## src/common/qa_watchdog_window_config_map.vh

```
// Constants for the question-and-answer watchdog configuration block
`ifndef QA_WATCHDOG_WINDOW_CONFIG_MAP_VH
`define QA_WATCHDOG_WINDOW_CONFIG_MAP_VH

// Controller register select codes
`define SEL_WINDOW_ONE 2'h0
`define SEL_WINDOW_TWO 2'h1
`define SEL_QUESTION 2'h2

// Reset values
`define WINDOW_ONE_RESET 8'hff
`define WINDOW_TWO_RESET 5'h1f
`define ANSWER_SELECT_RESET 2'h0
`define POLY_SELECT_RESET 2'h0
`define SEED_RESET 4'ha

// Field positions inside the question setup register
`define ANSWER_MSB 7
`define ANSWER_LSB 6
`define POLY_MSB 5
`define POLY_LSB 4
`define SEED_MSB 3
`define SEED_LSB 0

// Window step timing
`define STEP_TIME_NS 550000
`define CLK_PERIOD_NS 8

// Checksum generator polynomial and start value
`define CHECKSUM_POLY 8'h07
`define CHECKSUM_INIT 8'hff

// Question register feedback taps, one set per polynomial selection
`define TAPS_POLY0 4'h9
`define TAPS_POLY1 4'hc
`define TAPS_POLY2 4'h3
`define TAPS_POLY3 4'h6

`endif

```

## src/verilog/qa_watchdog_window_config.v

```verilog
// Window, question and checksum configuration of the question-and-answer watchdog
//
// Contract
// - Configuration writes accepted only in diagnostic state with lock clear.
// - First window lasts (setting+1) x 0.55 ms; setting resets to all ones.
// - Second window lasts (setting+1) x 0.55 ms; 5-bit setting resets to ones.
// - Seed loads into question register while in RESET state; default 1010b.
// - Answer formation select in bits 7-6, resets to zero.
// - Polynomial select in bits 5-4, resets to zero.
// - Question setup resets on power-on, RESET, self-test, mode change.
// - Both window registers reset on power-on, RESET, mode change.
// - Checksum covers all three registers, compared with expected value.
`timescale 1ns/1ps
`include "qa_watchdog_window_config_map.vh"

module qa_watchdog_window_config #(
  parameter STEP_CYCLES = (`STEP_TIME_NS / `CLK_PERIOD_NS)
) (
  input wire clk_in,
  input wire rst_b_in,
  input wire diagnostic_state_in,
  input wire reset_state_in,
  input wire config_lock_in,
  input wire logic_self_test_done_in,
  input wire watchdog_mode_select_in,
  input wire [1:0] reg_select_in,
  input wire write_strobe_in,
  input wire [7:0] write_data_in,
  input wire read_strobe_in,
  input wire [7:0] expected_settings_checksum_in,
  input wire window_start_in,
  input wire question_advance_in,
  output reg [7:0] read_data_out,
  output reg read_valid_out,
  output reg [7:0] first_window_length_out,
  output reg [4:0] second_window_length_out,
  output reg [1:0] answer_formation_select_out,
  output reg [1:0] question_polynomial_select_out,
  output reg [3:0] question_seed_out,
  output reg [3:0] question_value_out,
  output reg [7:0] settings_checksum_out,
  output reg checksum_mismatch_out,
  output reg first_window_active_out,
  output reg second_window_active_out,
  output reg window_expired_out
);

  localparam [1:0] ST_IDLE = 2'h0;
  localparam [1:0] ST_WIN1 = 2'h1;
  localparam [1:0] ST_WIN2 = 2'h2;
  // Step length minus one, cut on purpose to the divider width
  localparam integer STEP_LAST_FULL = STEP_CYCLES - 1;
  localparam [16:0] STEP_LAST = STEP_LAST_FULL[16:0];

  reg mode_prev;
  reg mode_seen;
  reg reset_state_prev;
  reg [1:0] state;
  reg [16:0] step_count;
  reg [7:0] window_count;
  reg [3:0] taps;

  wire mode_change;
  wire reset_entry;
  wire write_ok;
  wire step_tick;
  wire [7:0] next_checksum;

  // Mode change only counts once a previous mode has been sampled
  assign mode_change = mode_seen && (mode_prev != watchdog_mode_select_in);
  assign reset_entry = reset_state_in && !reset_state_prev;
  assign write_ok = write_strobe_in && diagnostic_state_in && !config_lock_in;
  assign step_tick = (step_count == STEP_LAST);

  // Bitwise checksum over window one, window two and question setup
  function [7:0] checksum8;
    input [23:0] data;
    reg [7:0] crc;
    integer i;
    begin
      crc = `CHECKSUM_INIT;
      for (i = 23; i >= 0; i = i - 1) begin
        if (crc[7] ^ data[i]) begin
          crc = {crc[6:0], 1'b0} ^ `CHECKSUM_POLY;
        end else begin
          crc = {crc[6:0], 1'b0};
        end
      end
      checksum8 = crc;
    end
  endfunction

  assign next_checksum = checksum8({first_window_length_out, 3'h0, second_window_length_out,
    answer_formation_select_out, question_polynomial_select_out, question_seed_out});

  // Event history for mode and RESET state edges
  always @(posedge clk_in or negedge rst_b_in) begin
    if (!rst_b_in) begin
      mode_prev <= 1'b0;
      mode_seen <= 1'b0;
      reset_state_prev <= 1'b0;
    end else begin
      mode_prev <= watchdog_mode_select_in;
      mode_seen <= 1'b1;
      reset_state_prev <= reset_state_in;
    end
  end

  // Window registers; initialisation events beat a same-cycle write
  always @(posedge clk_in or negedge rst_b_in) begin
    if (!rst_b_in) begin
      first_window_length_out <= `WINDOW_ONE_RESET;
      second_window_length_out <= `WINDOW_TWO_RESET;
    end else if (reset_entry || mode_change) begin
      first_window_length_out <= `WINDOW_ONE_RESET;
      second_window_length_out <= `WINDOW_TWO_RESET;
    end else if (write_ok) begin
      if (reg_select_in == `SEL_WINDOW_ONE) begin
        first_window_length_out <= write_data_in;
      end
      if (reg_select_in == `SEL_WINDOW_TWO) begin
        second_window_length_out <= write_data_in[4:0];
      end
    end
  end

  // Question setup register; self-test also reinitialises it
  always @(posedge clk_in or negedge rst_b_in) begin
    if (!rst_b_in) begin
      answer_formation_select_out <= `ANSWER_SELECT_RESET;
      question_polynomial_select_out <= `POLY_SELECT_RESET;
      question_seed_out <= `SEED_RESET;
    end else if (reset_entry || mode_change || logic_self_test_done_in) begin
      answer_formation_select_out <= `ANSWER_SELECT_RESET;
      question_polynomial_select_out <= `POLY_SELECT_RESET;
      question_seed_out <= `SEED_RESET;
    end else if (write_ok && reg_select_in == `SEL_QUESTION) begin
      answer_formation_select_out <= write_data_in[`ANSWER_MSB:`ANSWER_LSB];
      question_polynomial_select_out <= write_data_in[`POLY_MSB:`POLY_LSB];
      question_seed_out <= write_data_in[`SEED_MSB:`SEED_LSB];
    end
  end

  // Read port, one cycle after the strobe
  always @(posedge clk_in or negedge rst_b_in) begin
    if (!rst_b_in) begin
      read_data_out <= 8'h00;
      read_valid_out <= 1'b0;
    end else begin
      read_valid_out <= read_strobe_in;
      if (read_strobe_in) begin
        case (reg_select_in)
          `SEL_WINDOW_ONE: read_data_out <= first_window_length_out;
          `SEL_WINDOW_TWO: read_data_out <= {3'h0, second_window_length_out};
          `SEL_QUESTION: read_data_out <= {answer_formation_select_out,
            question_polynomial_select_out, question_seed_out};
          default: read_data_out <= 8'h00;
        endcase
      end
    end
  end

  // Checksum result and comparison, registered to cut the long xor path
  always @(posedge clk_in or negedge rst_b_in) begin
    if (!rst_b_in) begin
      settings_checksum_out <= 8'h00;
      checksum_mismatch_out <= 1'b0;
    end else begin
      settings_checksum_out <= next_checksum;
      checksum_mismatch_out <= (next_checksum != expected_settings_checksum_in);
    end
  end

  // Feedback taps chosen by the polynomial selection
  always @* begin
    case (question_polynomial_select_out)
      2'h0: taps = `TAPS_POLY0;
      2'h1: taps = `TAPS_POLY1;
      2'h2: taps = `TAPS_POLY2;
      default: taps = `TAPS_POLY3;
    endcase
  end

  // Question register: held at the seed through the RESET state
  always @(posedge clk_in or negedge rst_b_in) begin
    if (!rst_b_in) begin
      question_value_out <= `SEED_RESET;
    end else if (reset_state_in) begin
      question_value_out <= question_seed_out;
    end else if (question_advance_in) begin
      question_value_out <= {question_value_out[2:0], ^(question_value_out & taps)};
    end
  end

  // Step divider runs only while a window is open, so each window starts aligned
  always @(posedge clk_in or negedge rst_b_in) begin
    if (!rst_b_in) begin
      step_count <= 17'h00000;
    end else if (state == ST_IDLE || step_tick) begin
      step_count <= 17'h00000;
    end else begin
      step_count <= step_count + 17'h00001;
    end
  end

  // Window sequencer: first window, then second, then expiry pulse
  always @(posedge clk_in or negedge rst_b_in) begin
    if (!rst_b_in) begin
      state <= ST_IDLE;
      window_count <= 8'h00;
      first_window_active_out <= 1'b0;
      second_window_active_out <= 1'b0;
      window_expired_out <= 1'b0;
    end else begin
      window_expired_out <= 1'b0;
      case (state)
        ST_IDLE: begin
          if (window_start_in && !reset_state_in) begin
            state <= ST_WIN1;
            window_count <= 8'h00;
            first_window_active_out <= 1'b1;
          end
        end
        ST_WIN1: begin
          if (step_tick) begin
            if (window_count == first_window_length_out) begin
              state <= ST_WIN2;
              window_count <= 8'h00;
              first_window_active_out <= 1'b0;
              second_window_active_out <= 1'b1;
            end else begin
              window_count <= window_count + 8'h01;
            end
          end
        end
        ST_WIN2: begin
          if (step_tick) begin
            if (window_count == {3'h0, second_window_length_out}) begin
              state <= ST_IDLE;
              second_window_active_out <= 1'b0;
              window_expired_out <= 1'b1;
            end else begin
              window_count <= window_count + 8'h01;
            end
          end
        end
        default: begin
          state <= ST_IDLE;
          first_window_active_out <= 1'b0;
          second_window_active_out <= 1'b0;
        end
      endcase
      // RESET state aborts any running window
      if (reset_state_in) begin
        state <= ST_IDLE;
        first_window_active_out <= 1'b0;
        second_window_active_out <= 1'b0;
      end
    end
  end

endmodule

```

## config.mk

```make
export PLATFORM = sky130hd
export DESIGN_NAME = qa_watchdog_window_config
export DESIGN_NICKNAME = d
export VERILOG_FILES = /design/src/verilog/qa_watchdog_window_config.v
export VERILOG_INCLUDE_DIRS = /design/src /design/src/common
export SDC_FILE = /design/constraint.sdc
export NUM_CORES = 1
export LEC_CHECK = 0
export ABC_AREA = 1
export BUFFER_PORTS_ARGS = -buffer_cell sky130_fd_sc_hd__clkbuf_2
export CAP_MARGIN = 0
export CORE_UTILIZATION = 59
export CTS_BUF_LIST = sky130_fd_sc_hd__clkbuf_8
export DETAILED_ROUTE_END_ITERATION = 10
export PLACE_DENSITY = 0.82
export REMOVE_ABC_BUFFERS = 1
export SLEW_MARGIN = 40
export SYNTH_ARGS = -nofsm -noshare
export SYNTH_HDL_FRONTEND = slang
export SYNTH_SLANG_ARGS = --single-unit
```

## constraint.sdc

```tcl
create_clock -name clk_in -period 2.5 [get_ports clk_in]
set_input_delay 0 -clock clk_in [delete_from_list [all_inputs] [get_ports clk_in]]
set_output_delay 0 -clock clk_in [all_outputs]
set_load 0.02 [all_outputs]
```

==> metrics, run 1 <==
IO Pins 75; WL per Instance roughly 16 um; minimum clock period ~2.4 ns; root buf cell clkbuf_8; CTS tree yes; Placer Congestion 1.03; CP Data Required Time about 2.8 ns; final worst-path setup slack 0.0932 ns; worst skew pair latency roughly 0.36 ns; core area just under 0.008 sq mm; nets@finish 855; clk slew on worst S/H paths around 0.090 ns; VDD IR max approximately 0.44 mV; Finished Layout Cells just over 900; pre-CTS setup slack 0.0930 ns; Finished Core Util between 70% and 80%; Layout area overhead 20.0%; Final Total Pwr 5.36 mW; Die Y 93.1 um; vias in the first global route 4925; DRT Pass-1 Iters 5; die area 0.00866 sq mm; Final Slew Violations 0; vias approximately 5200; htree depth 3; port buffer count 74; register area share after synthesis about 39%; Distinct cells, synth 40; CP Launch Type flip-flop; FF+latch count, synth 76; drt total wl approximately 14000 um; critical path endpoint category flip-flop; yosys warns 0; P_leak 3.05 nW; Final Cell Area just under 0.006 sq mm; mean post-synth cell area approximately 7.0 sq um; power per cell area about 910 mW/mm^2; Yosys top cell area share 30.2%; Final Hold Fails 0; Synth area leaders dfrtp_1 30%, nand2_1 18%, dfstp_2 9.1%, nand3_1 7.0%, inv_1 6.2%; Max Cap Viol 0; clk_skew ~0.01 ns; Worst EP arrival 2.65 ns; area leader, netlist dfrtp_1; Placed Area around 0.0054 sq mm; Reg2Reg Depth 11; final setup TNS 0 ns; Post-DP HPWL approximately 11000 um; Starting Density between 60% and 70%; Least-Margin Pin Slew between 0.9 and 1 ns; routed vias/inst 5.66; unrepaired setup endpoints after global routing true; dpl cells between 800 and 900; fmax ~0.42 GHz; Clock Path Buffers 2; Setup CP Type reg2reg; CTS buffer count 9; DRC violation count after routing 0; hold depth 5; Slew headroom between 30% and 40%; Syn Inst Count between 700 and 800; Clock Sinks between 70 and 80; GRT overflow 0; Tcrit/Tclk final between 90% and 100%; largest net degree at the start of global routing 77; row cnt 32; mapped cell area between 0.004 and 0.005 sq mm; Worst Path Max Fanout 8; Hold Crit Class in2reg; layout cells sized above 1 between 20% and 30%; antenna violations before repair 0; count of final setup violators 0; DRT iter0 DRCs between 300 and 400; gr usage total a little over a third; outcome complete, no violations; global-route wire length before repair roughly 24000 um; WHS 0.0232 ns; Routed Antenna Nets 0; Die Width roughly 93 um; # diodes 0
path summary, 6_finish.rpt:
path,start,to,slack [ns]
max,first_window_length_out[3],second_window_active_out,0.09
min,expected_settings_checksum_in[2],checksum_mismatch_out,0.02
max reg2reg,first_window_length_out[3],second_window_active_out,0.09
max in group asynchronous,rst_b_in,answer_formation_select_out[0],1.77
min reg2reg,step_count[0],step_count[0],0.51
min in group asynchronous,rst_b_in,step_count[0],0.23
layout by cell type (no fill, tap or decap), types with 3 or more instances in the layout:
cell type	n
nand2_1	222
inv_1	81
clkbuf_2	73
nand3_1	67
dfrtp_1	59
nor2_1	53
o21ai_0	50
nand2_2	32
buf_4	20
dfstp_2	17
dlygate4sd3_1	15
nor3_1	12
a21oi_1	10
nand4_1	9
clkbuf_8	9
inv_2	8
nor3b_1	8
or2_2	7
ha_1	7
nor2_2	6
xnor2_1	5
nor4_1	5
a31oi_1	5
o22ai_1	4
clkinv_4	3
xor2_1	3
nand3b_1	3
o221ai_1	3
critical path: stages (launching register included):
cell and delay [ns]:
dfstp_2 0.67, clkinv_2 0.16, buf_4 0.17, nand2_1 0.05, nand4_1 0.10, nor4_2 0.34
inv_1 0.07, nand2_1 0.06, nand2_1 0.06, or3_4 0.37, o21ai_0 0.16, nand2_1 0.08
report_power, final:
part / leakage, nW / internal, mW / total, mW / switching, mW
combinational: 2.01 / 0.934 / 2.81 / 1.88
sequential: 0.949 / 1.47 / 1.65 / 0.179
clock: 0.0921 / 0.376 / 0.904 / 0.527
total: 3.05 / 2.78 / 5.36 / 2.58
cell families (layout without fill, tap and decap cells):
logic type	count (synthesis)	count (layout)	share of synthesized area, %
buffers and inverters	99	219	8.34
muxes	1	1	0.230
DFF	76	76	39.3
and+or+nand+nor	430	430	39.0
AOI/OAI and AO/OA	79	79	8.80
other	1	1	0.0766
xor gates and xnor gates	11	11	2.43
adders and majority gates	7	7	1.79
area by class of cell:
cell class	count	area, sq um
clock inverter	7	58.8
inverter	92	355
timing repair inverter	1	5.00
fill	614	2010
tap	102	128
multi-input combinational	529	2600
clock buffer	9	124
sequential	76	1920
timing repair buffer	110	682
what timing repair did:
item                       4_1_cts  5_1_grt
hold endpoints to repair        79        0
setup endpoints to repair        0        2
buffers inserted                 0       19
hold buffers                    15        0
gates resized for setup          0       13
per-layer routing:
layer	GRT usage, %	part of all wire (%)	wire length, um
met1	44.3	41	5890
met2	58.7	47	6820
met3	4.88	7.4	1070
met4	15.1	4.6	665
met5	0	0	0
sequential cells by signal (all words and copies together) (netlist names):
name	count
step_count	17
first_window_length_out	8
read_data_out	8
settings_checksum_out	8
window_count	8
second_window_length_out	5
question_seed_out	4
question_value_out	4
answer_formation_select_out	2
question_polynomial_select_out	2
state	2
checksum_mismatch_out	1
first_window_active_out	1
mode_prev	1
mode_seen	1
read_valid_out	1
reset_state_prev	1
second_window_active_out	1
window_expired_out	1
Yosys cell counts (all sizes together):
library cell and count:
clkinv 1, conb 1, a21oi 10, o21ai 52, or3 1, nor4 6, nand4 9, xnor2 6
or2 7, o21a 1, nand3 68, buf 4, ha 7, nor3b 8, nand2 256, nor3 13
nor2 59, xor2 5, nand3b 3, o22ai 4, a22oi 2, o21bai 2, o221ai 3, clkbuf 3
mux2 1, a31oi 5, dfrtp 59, dfstp 17, inv 91
Note: power is estimated with default switching activity, not from simulation.
==> inputs of run 2 (changes only) <==
--- a/config.mk
+++ b/config.mk
@@ -6,13 +6,12 @@
 export SDC_FILE = /design/constraint.sdc
 export NUM_CORES = 1
 export LEC_CHECK = 0
-export ABC_AREA = 1
-export BUFFER_PORTS_ARGS = -buffer_cell sky130_fd_sc_hd__clkbuf_2
 export CAP_MARGIN = 0
-export CORE_UTILIZATION = 59
+export CORE_UTILIZATION = 60
 export CTS_BUF_LIST = sky130_fd_sc_hd__clkbuf_8
 export DETAILED_ROUTE_END_ITERATION = 10
-export PLACE_DENSITY = 0.82
+export DONT_BUFFER_PORTS = 1
+export PLACE_DENSITY = 0.76
 export REMOVE_ABC_BUFFERS = 1
 export SLEW_MARGIN = 40
 export SYNTH_ARGS = -nofsm -noshare
==> metrics, run 2 <==
Final Total Pwr around 3.2 mW; WL per Instance roughly 18 um; antenna violations before repair 0; gr usage total between 20 and 30%; Worst Path Max Fanout 10; VDD IR max about 0.32 mV; Storage cell area ~0.0019 sq mm; Tcrit/Tclk final between 90 and 100%; vias 3261; Least-Margin Pin Slew 0.638 ns; die area 0.00781 sq mm; Net Sw Power approximately 0.95 mW; worst hold start reg_select_in[0]; CP Data Required Time 2.73 ns; Yosys top cell area share 33.0%; vias in the first global route 3348; critical path endpoint category flip-flop; Post-synth EDFFs 0; Worst EP arrival ~2.6 ns; root buf cell clkbuf_8; Clock Path Buffers 2; most flop-heavy register step_count; Routed Antenna Nets 0; Reg power frac approximately 46%; nets@finish about 500; fmax ~0.43 GHz; Layout area overhead 13.9%; outcome complete, no violations; area occupied by multi-input gates about 0.0024 sq mm; mapped cell area approximately 0.0045 sq mm; max FFs per register 17; Placer Congestion between 0.8 and 0.9; Die Y roughly 88 um; core area ~0.0072 sq mm; layout cells sized above 1 16.9%; global-route wire length before repair between 15000 and 20000 um; count of final setup violators 0; Die Width 88.4 um; routed vias/inst 5.81; Distinct cells, synth 55; FF+latch count, synth 76; clk_skew 0.0103 ns; clk slew on worst S/H paths ~0.08 ns; Async SR Flop Fraction 100%; Clock Sinks 76; most numerous cell in the Yosys netlist dfrtp_1; worst skew pair latency 0.35 ns; DRT Pass-1 Iters 4; commonest non-fill, non-tap cell in the layout dfrtp_1; CP Launch Type flip-flop; P_leak roughly 2.2 nW; power per cell area between 600 and 700 mW/mm^2; Starting Density ~62%; yosys warns 0; row cnt 31; Gate power share 18.8%; port buffer count 0; minimum clock period around 2.3 ns; commonest non-fill, non-tap cells in the layout 59 x dfrtp_1, 44 x nor2_1, 42 x xnor2_1; IO Pins 75; Max Cap Viol 0; CTS buffer count 9; sw frac 29.4%; Synth area leaders dfrtp_1 33%, dfstp_2 10%, xnor2_1 8.2%, xor2_1 5.3%, mux2i_1 5.1%; largest net degree at the start of global routing 77; reg2reg start second_window_length_out[0]; Fill cells 540; unrepaired setup endpoints after global routing false; Hold Crit Class in2reg; Post CTS Setup Buffer Count 0; DRC violation count after routing 0; Final Slew Violations 0; Clock Power Share between 30% and 40%; final setup TNS 0 ns; DRT iter0 DRCs between 200 and 250; Post-DP HPWL around 7200 um; register area share after synthesis between 40% and 50%; mean post-synth cell area 10.4 sq um; Setup CP Type reg2reg; area leader, netlist dfrtp_1; Main synth FF type dfrtp_1; htree depth 3; Syn Inst Count 432; top post-synthesis cells by count 59 x dfrtp_1, 44 x nor2_1, 42 x xnor2_1; GRT overflow 0; CTS tree yes; Internal ~2.3 mW; drt total wl 10300 um; # diodes 0; Slew headroom 57.5%; critical path launch point second_window_length_out[0]; Final Hold Fails 0
[run 2: changes by cell type in the layout (fill, tap and decap cells not counted), sizes merged, moves of 15 or more]
cell / delta
xnor2: +44
nand2: -218
mux2i: +23
inv: -85
nor2: -15
xor2: +25
nand3: -40
o21ai: -43
clkbuf: -72
[run 2: area by class of cell]
type                       count  area share (%)
multi-input combinational    319            46.5
clock inverter                 6            2.18
timing repair buffer          42            7.80
clock buffer                  10            2.70
sequential                    76            37.7
tap                           99            2.43
inverter                       9           0.662
[run 2: metal layers]
layer	routed length (um)	share of wire (%)	up-vias	track usage (%)
met5	0	0	-	0
met4	294	2.9	0	12.2
met3	641	6.2	32	6.62
met2	5210	51	130	50.0
met1	4160	40	1604	33.0
li1	-	-	1495	-
[run 2: power groups by stage]
| stage | combinational [mW] | sequential (mW) | clock [mW] |
|---|---|---|---|
| after floorplan | 0.417 | 1.50 | 0 |
| after global placement | 0.505 | 1.51 | 0 |
| after detailed placement | 0.523 | 1.51 | 0 |
| after CTS | 0.607 | 1.49 | 1.16 |
| after global routing | 0.672 | 1.50 | 1.21 |
| final | 0.611 | 1.49 | 1.14 |
[run 2: final timing paths]
check	endpoint	slack [ns]	depth (start not counted)
worst max-delay path	window_count[0]	0.17	6
worst min-delay path	read_data_out[1]	0.005	4
worst max register to register	window_count[0]	0.17	6
worst min register to register	step_count[0]	0.51	1
max in group asynchronous	second_window_length_out[2]	1.95	2
min in group asynchronous	settings_checksum_out[7]	0.19	2
[run 2: worst max-delay path: stages, from the launching register on]
cell	delay (ns)
dfstp_2	0.70
xor2_1	0.14
nor4_2	0.39
a21oi_1	0.14
o21ai_2	0.45
nor2b_4	0.12
mux2_2	0.28
[run 2: cells by family (layout without fill, tap and decap cells)]
group,Yosys count,count (layout),synth area share [%]
simple gates,159,159,18.2
xor+xnor,85,85,20.3
flops,76,76,42.9
compound gates,43,43,6.68
buf+inv,37,67,4.39
mux,24,24,5.39
fa+ha+maj,7,7,1.96
other cells,1,1,0.0837
[run 2: stage by stage]
step	util, %	cells	setup WS, ns	instance area, sq um	hold WS [ns]
after global routing	70.7	561	0.0119	5100	0.0147
after CTS	70.5	561	0.0775	5090	0.00955
after floorplan	-	404	0.378	4320	-0.296
final	70.7	561	0.166	5100	0.00486
after global placement	63.2	519	0.279	4560	-0.294
after detailed placement	63.2	519	0.224	4560	-0.294
[run 2: repair_timing]
action,CTS,global route
endpoints found under the hold margin,117,0
setup endpoints to repair,0,1
hold buffers,26,0
gates resized for setup,0,1
==> inputs of run 3 (changes only) <==
--- a/config.mk
+++ b/config.mk
@@ -11,6 +11,7 @@
 export CTS_BUF_LIST = sky130_fd_sc_hd__clkbuf_8
 export DETAILED_ROUTE_END_ITERATION = 10
 export DONT_BUFFER_PORTS = 1
+export GPL_TIMING_DRIVEN = 0
 export PLACE_DENSITY = 0.76
 export REMOVE_ABC_BUFFERS = 1
 export SLEW_MARGIN = 40
==> constraint.sdc (replaced) <==
create_clock -name clk_in -period 2.4 [get_ports clk_in]
set_input_delay 0 -clock clk_in [delete_from_list [all_inputs] [get_ports clk_in]]
set_output_delay 0 -clock clk_in [all_outputs]
set_load 0.02 [all_outputs]
==> metrics, run 3 (synthesis results as in run 2) <==
M3 GR Usage 6.34%; Clock Path Buffers 2; WL per Instance between 15 and 20 um; Slew headroom between 50 and 60%; Post-DP HPWL about 6700 um; Placer Congestion between 0.8 and 0.9; most flop-heavy register step_count; port buffer count 0; Critical path destination checksum_mismatch_out; gr usage total a little over a quarter; commonest non-fill, non-tap cells in the layout 59 x dfrtp_1, 44 x nor2_1, 40 x xnor2_1; worst skew pair latency between 0.3 and 0.4 ns; Die Width just under 90 um; unrepaired setup endpoints after global routing false; Least-Margin Pin Slew roughly 0.74 ns; worst hold start reg_select_in[0]; Tcrit/Tclk final 95.0%; global-route wire length before repair around 16000 um; Worst EP arrival 2.51 ns; worst reg2reg setup slack roughly 0.12 ns; clk_skew a little under 0.01 ns; CTS tree yes; row cnt 31; Hold Crit Class in2reg; Final Slew Violations 0; grt peak-use layer met2; Reg2Reg Depth 6; Post CTS Setup Buffer Count 0; Final Total Pwr 3.26 mW; GR Util met1 31.7%; commonest non-fill, non-tap cell in the layout dfrtp_1; critical path launch point first_window_length_out[0]; die area slightly below 0.008 sq mm; Max Cap Viol 0; WHS approximately 0.0075 ns; max FFs per register 17; Worst Path Max Fanout 7; worst r2r dst checksum_mismatch_out; Starting Density about 62%; nets@finish 477; GRT overflow 0; Clock Sinks 76; DRT Pass-1 Iters 4; minimum clock period around 2.3 ns; routed vias/inst between 5 and 6; CP Launch Type flip-flop; vias approximately 3100; Final Hold Fails 0; VDD IR max approximately 0.36 mV; power per cell area 654 mW/mm^2; vias in the first global route 3192; reg2reg start first_window_length_out[0]; Die Y between 80 and 90 um; drt total wl between 9000 and 10000 um; CTS buffer count 9; count of final setup violators 0; antenna violations before repair 0; P_leak ~2.1 nW; Setup CP Type reg2reg; DRT iter0 DRCs slightly above 200; critical path endpoint category flip-flop; root buf cell clkbuf_8; Fill cells approximately 560; layout cells sized above 1 ~15%; # diodes 0; core area 0.00721 sq mm; Final Cell Area ~0.005 sq mm; clk slew on worst S/H paths 0.08 ns; CP Data Required Time between 2 and 3 ns; IO Pins 75; outcome complete, no violations; htree depth 3; GR Layer Usage met2 between 40% and 50%; Layout area overhead 11.4%; Routed Antenna Nets 0; Placed Area approximately 0.0044 sq mm; largest net degree at the start of global routing 77; DRC violation count after routing 0; fmax ~0.44 GHz
[run 3: cell count changes in the layout (fill, tap and decap cells not counted), moves of 2 or more]
cell / previous run / this run
dfstp_2: 17 / 15
dfstp_4: 0 / 2
xnor2_1: 42 / 40
clkinvlp_4: 1 / 3
xnor2_2: 8 / 10
buf_4: 16 / 0
[run 3: repair_timing]
| item | 4_1_cts | 5_1_grt |
|---|---|---|
| resized for setup | 1 | 6 |
| endpoints found under the setup margin | 1 | 9 |
| hold buffers | 25 | 1 |
| hold endpoints to repair | 117 | 1 |
[run 3: cell type report]
| class | instances | area, sq um | share of cell area, % |
|---|---|---|---|
| clock inverter | 7 | 100 | 2.01 |
| multi-input combinational | 319 | 2400 | 48.1 |
| tap | 99 | 124 | 2.48 |
| timing repair buffer | 26 | 278 | 5.57 |
| clock buffer | 9 | 124 | 2.48 |
| inverter | 9 | 33.8 | 0.677 |
| sequential | 76 | 1930 | 38.7 |
[run 3: worst min-delay path by stage]
stage,endpoint,slack [ns],cells after the start
after floorplan,answer_formation_select_out[0],-0.30,0
after global placement,read_valid_out,-0.29,0
after detailed placement,read_data_out[5],-0.29,0
after CTS,checksum_mismatch_out,0.004,3
after global routing,read_data_out[0],0.03,4
final,read_data_out[0],0.008,4
[run 3: worst max-delay path, cell delays in order (launching register included)]
cell and delay (ns):
dfstp_4 0.72, xnor2_1 0.19, xnor3_1 0.42, xnor2_2 0.17, xor2_1 0.16, nor4_2 0.35, o221ai_2 0.14
[run 3: per-stage QoR]
step           setup slack, ns  utilization (%)  instances  TNS [ns]
2_1_floorplan            0.278                -        404         0
3_3_place_gp            0.0349             61.5        503         0
3_5_place_dp           -0.0322             61.6        503   -0.0322
4_1_cts                 0.0332             68.5        544         0
5_1_grt                 0.0298             69.2        545         0
6_report                 0.120             69.2        545         0
[run 3: routing by layer]
metal / part of all wire (%) / vias up
met5: 0 / -
met1: 40 / 1545
met2: 52 / 89
met3: 5.7 / 16
met4: 1.9 / 0
li1: - / 1471
[run 3: power breakdown]
part	switching, mW	leakage (nW)	internal (mW)
registers	0.176	0.949	1.38
logic	0.324	1.08	0.282
clock network	0.507	0.102	0.590
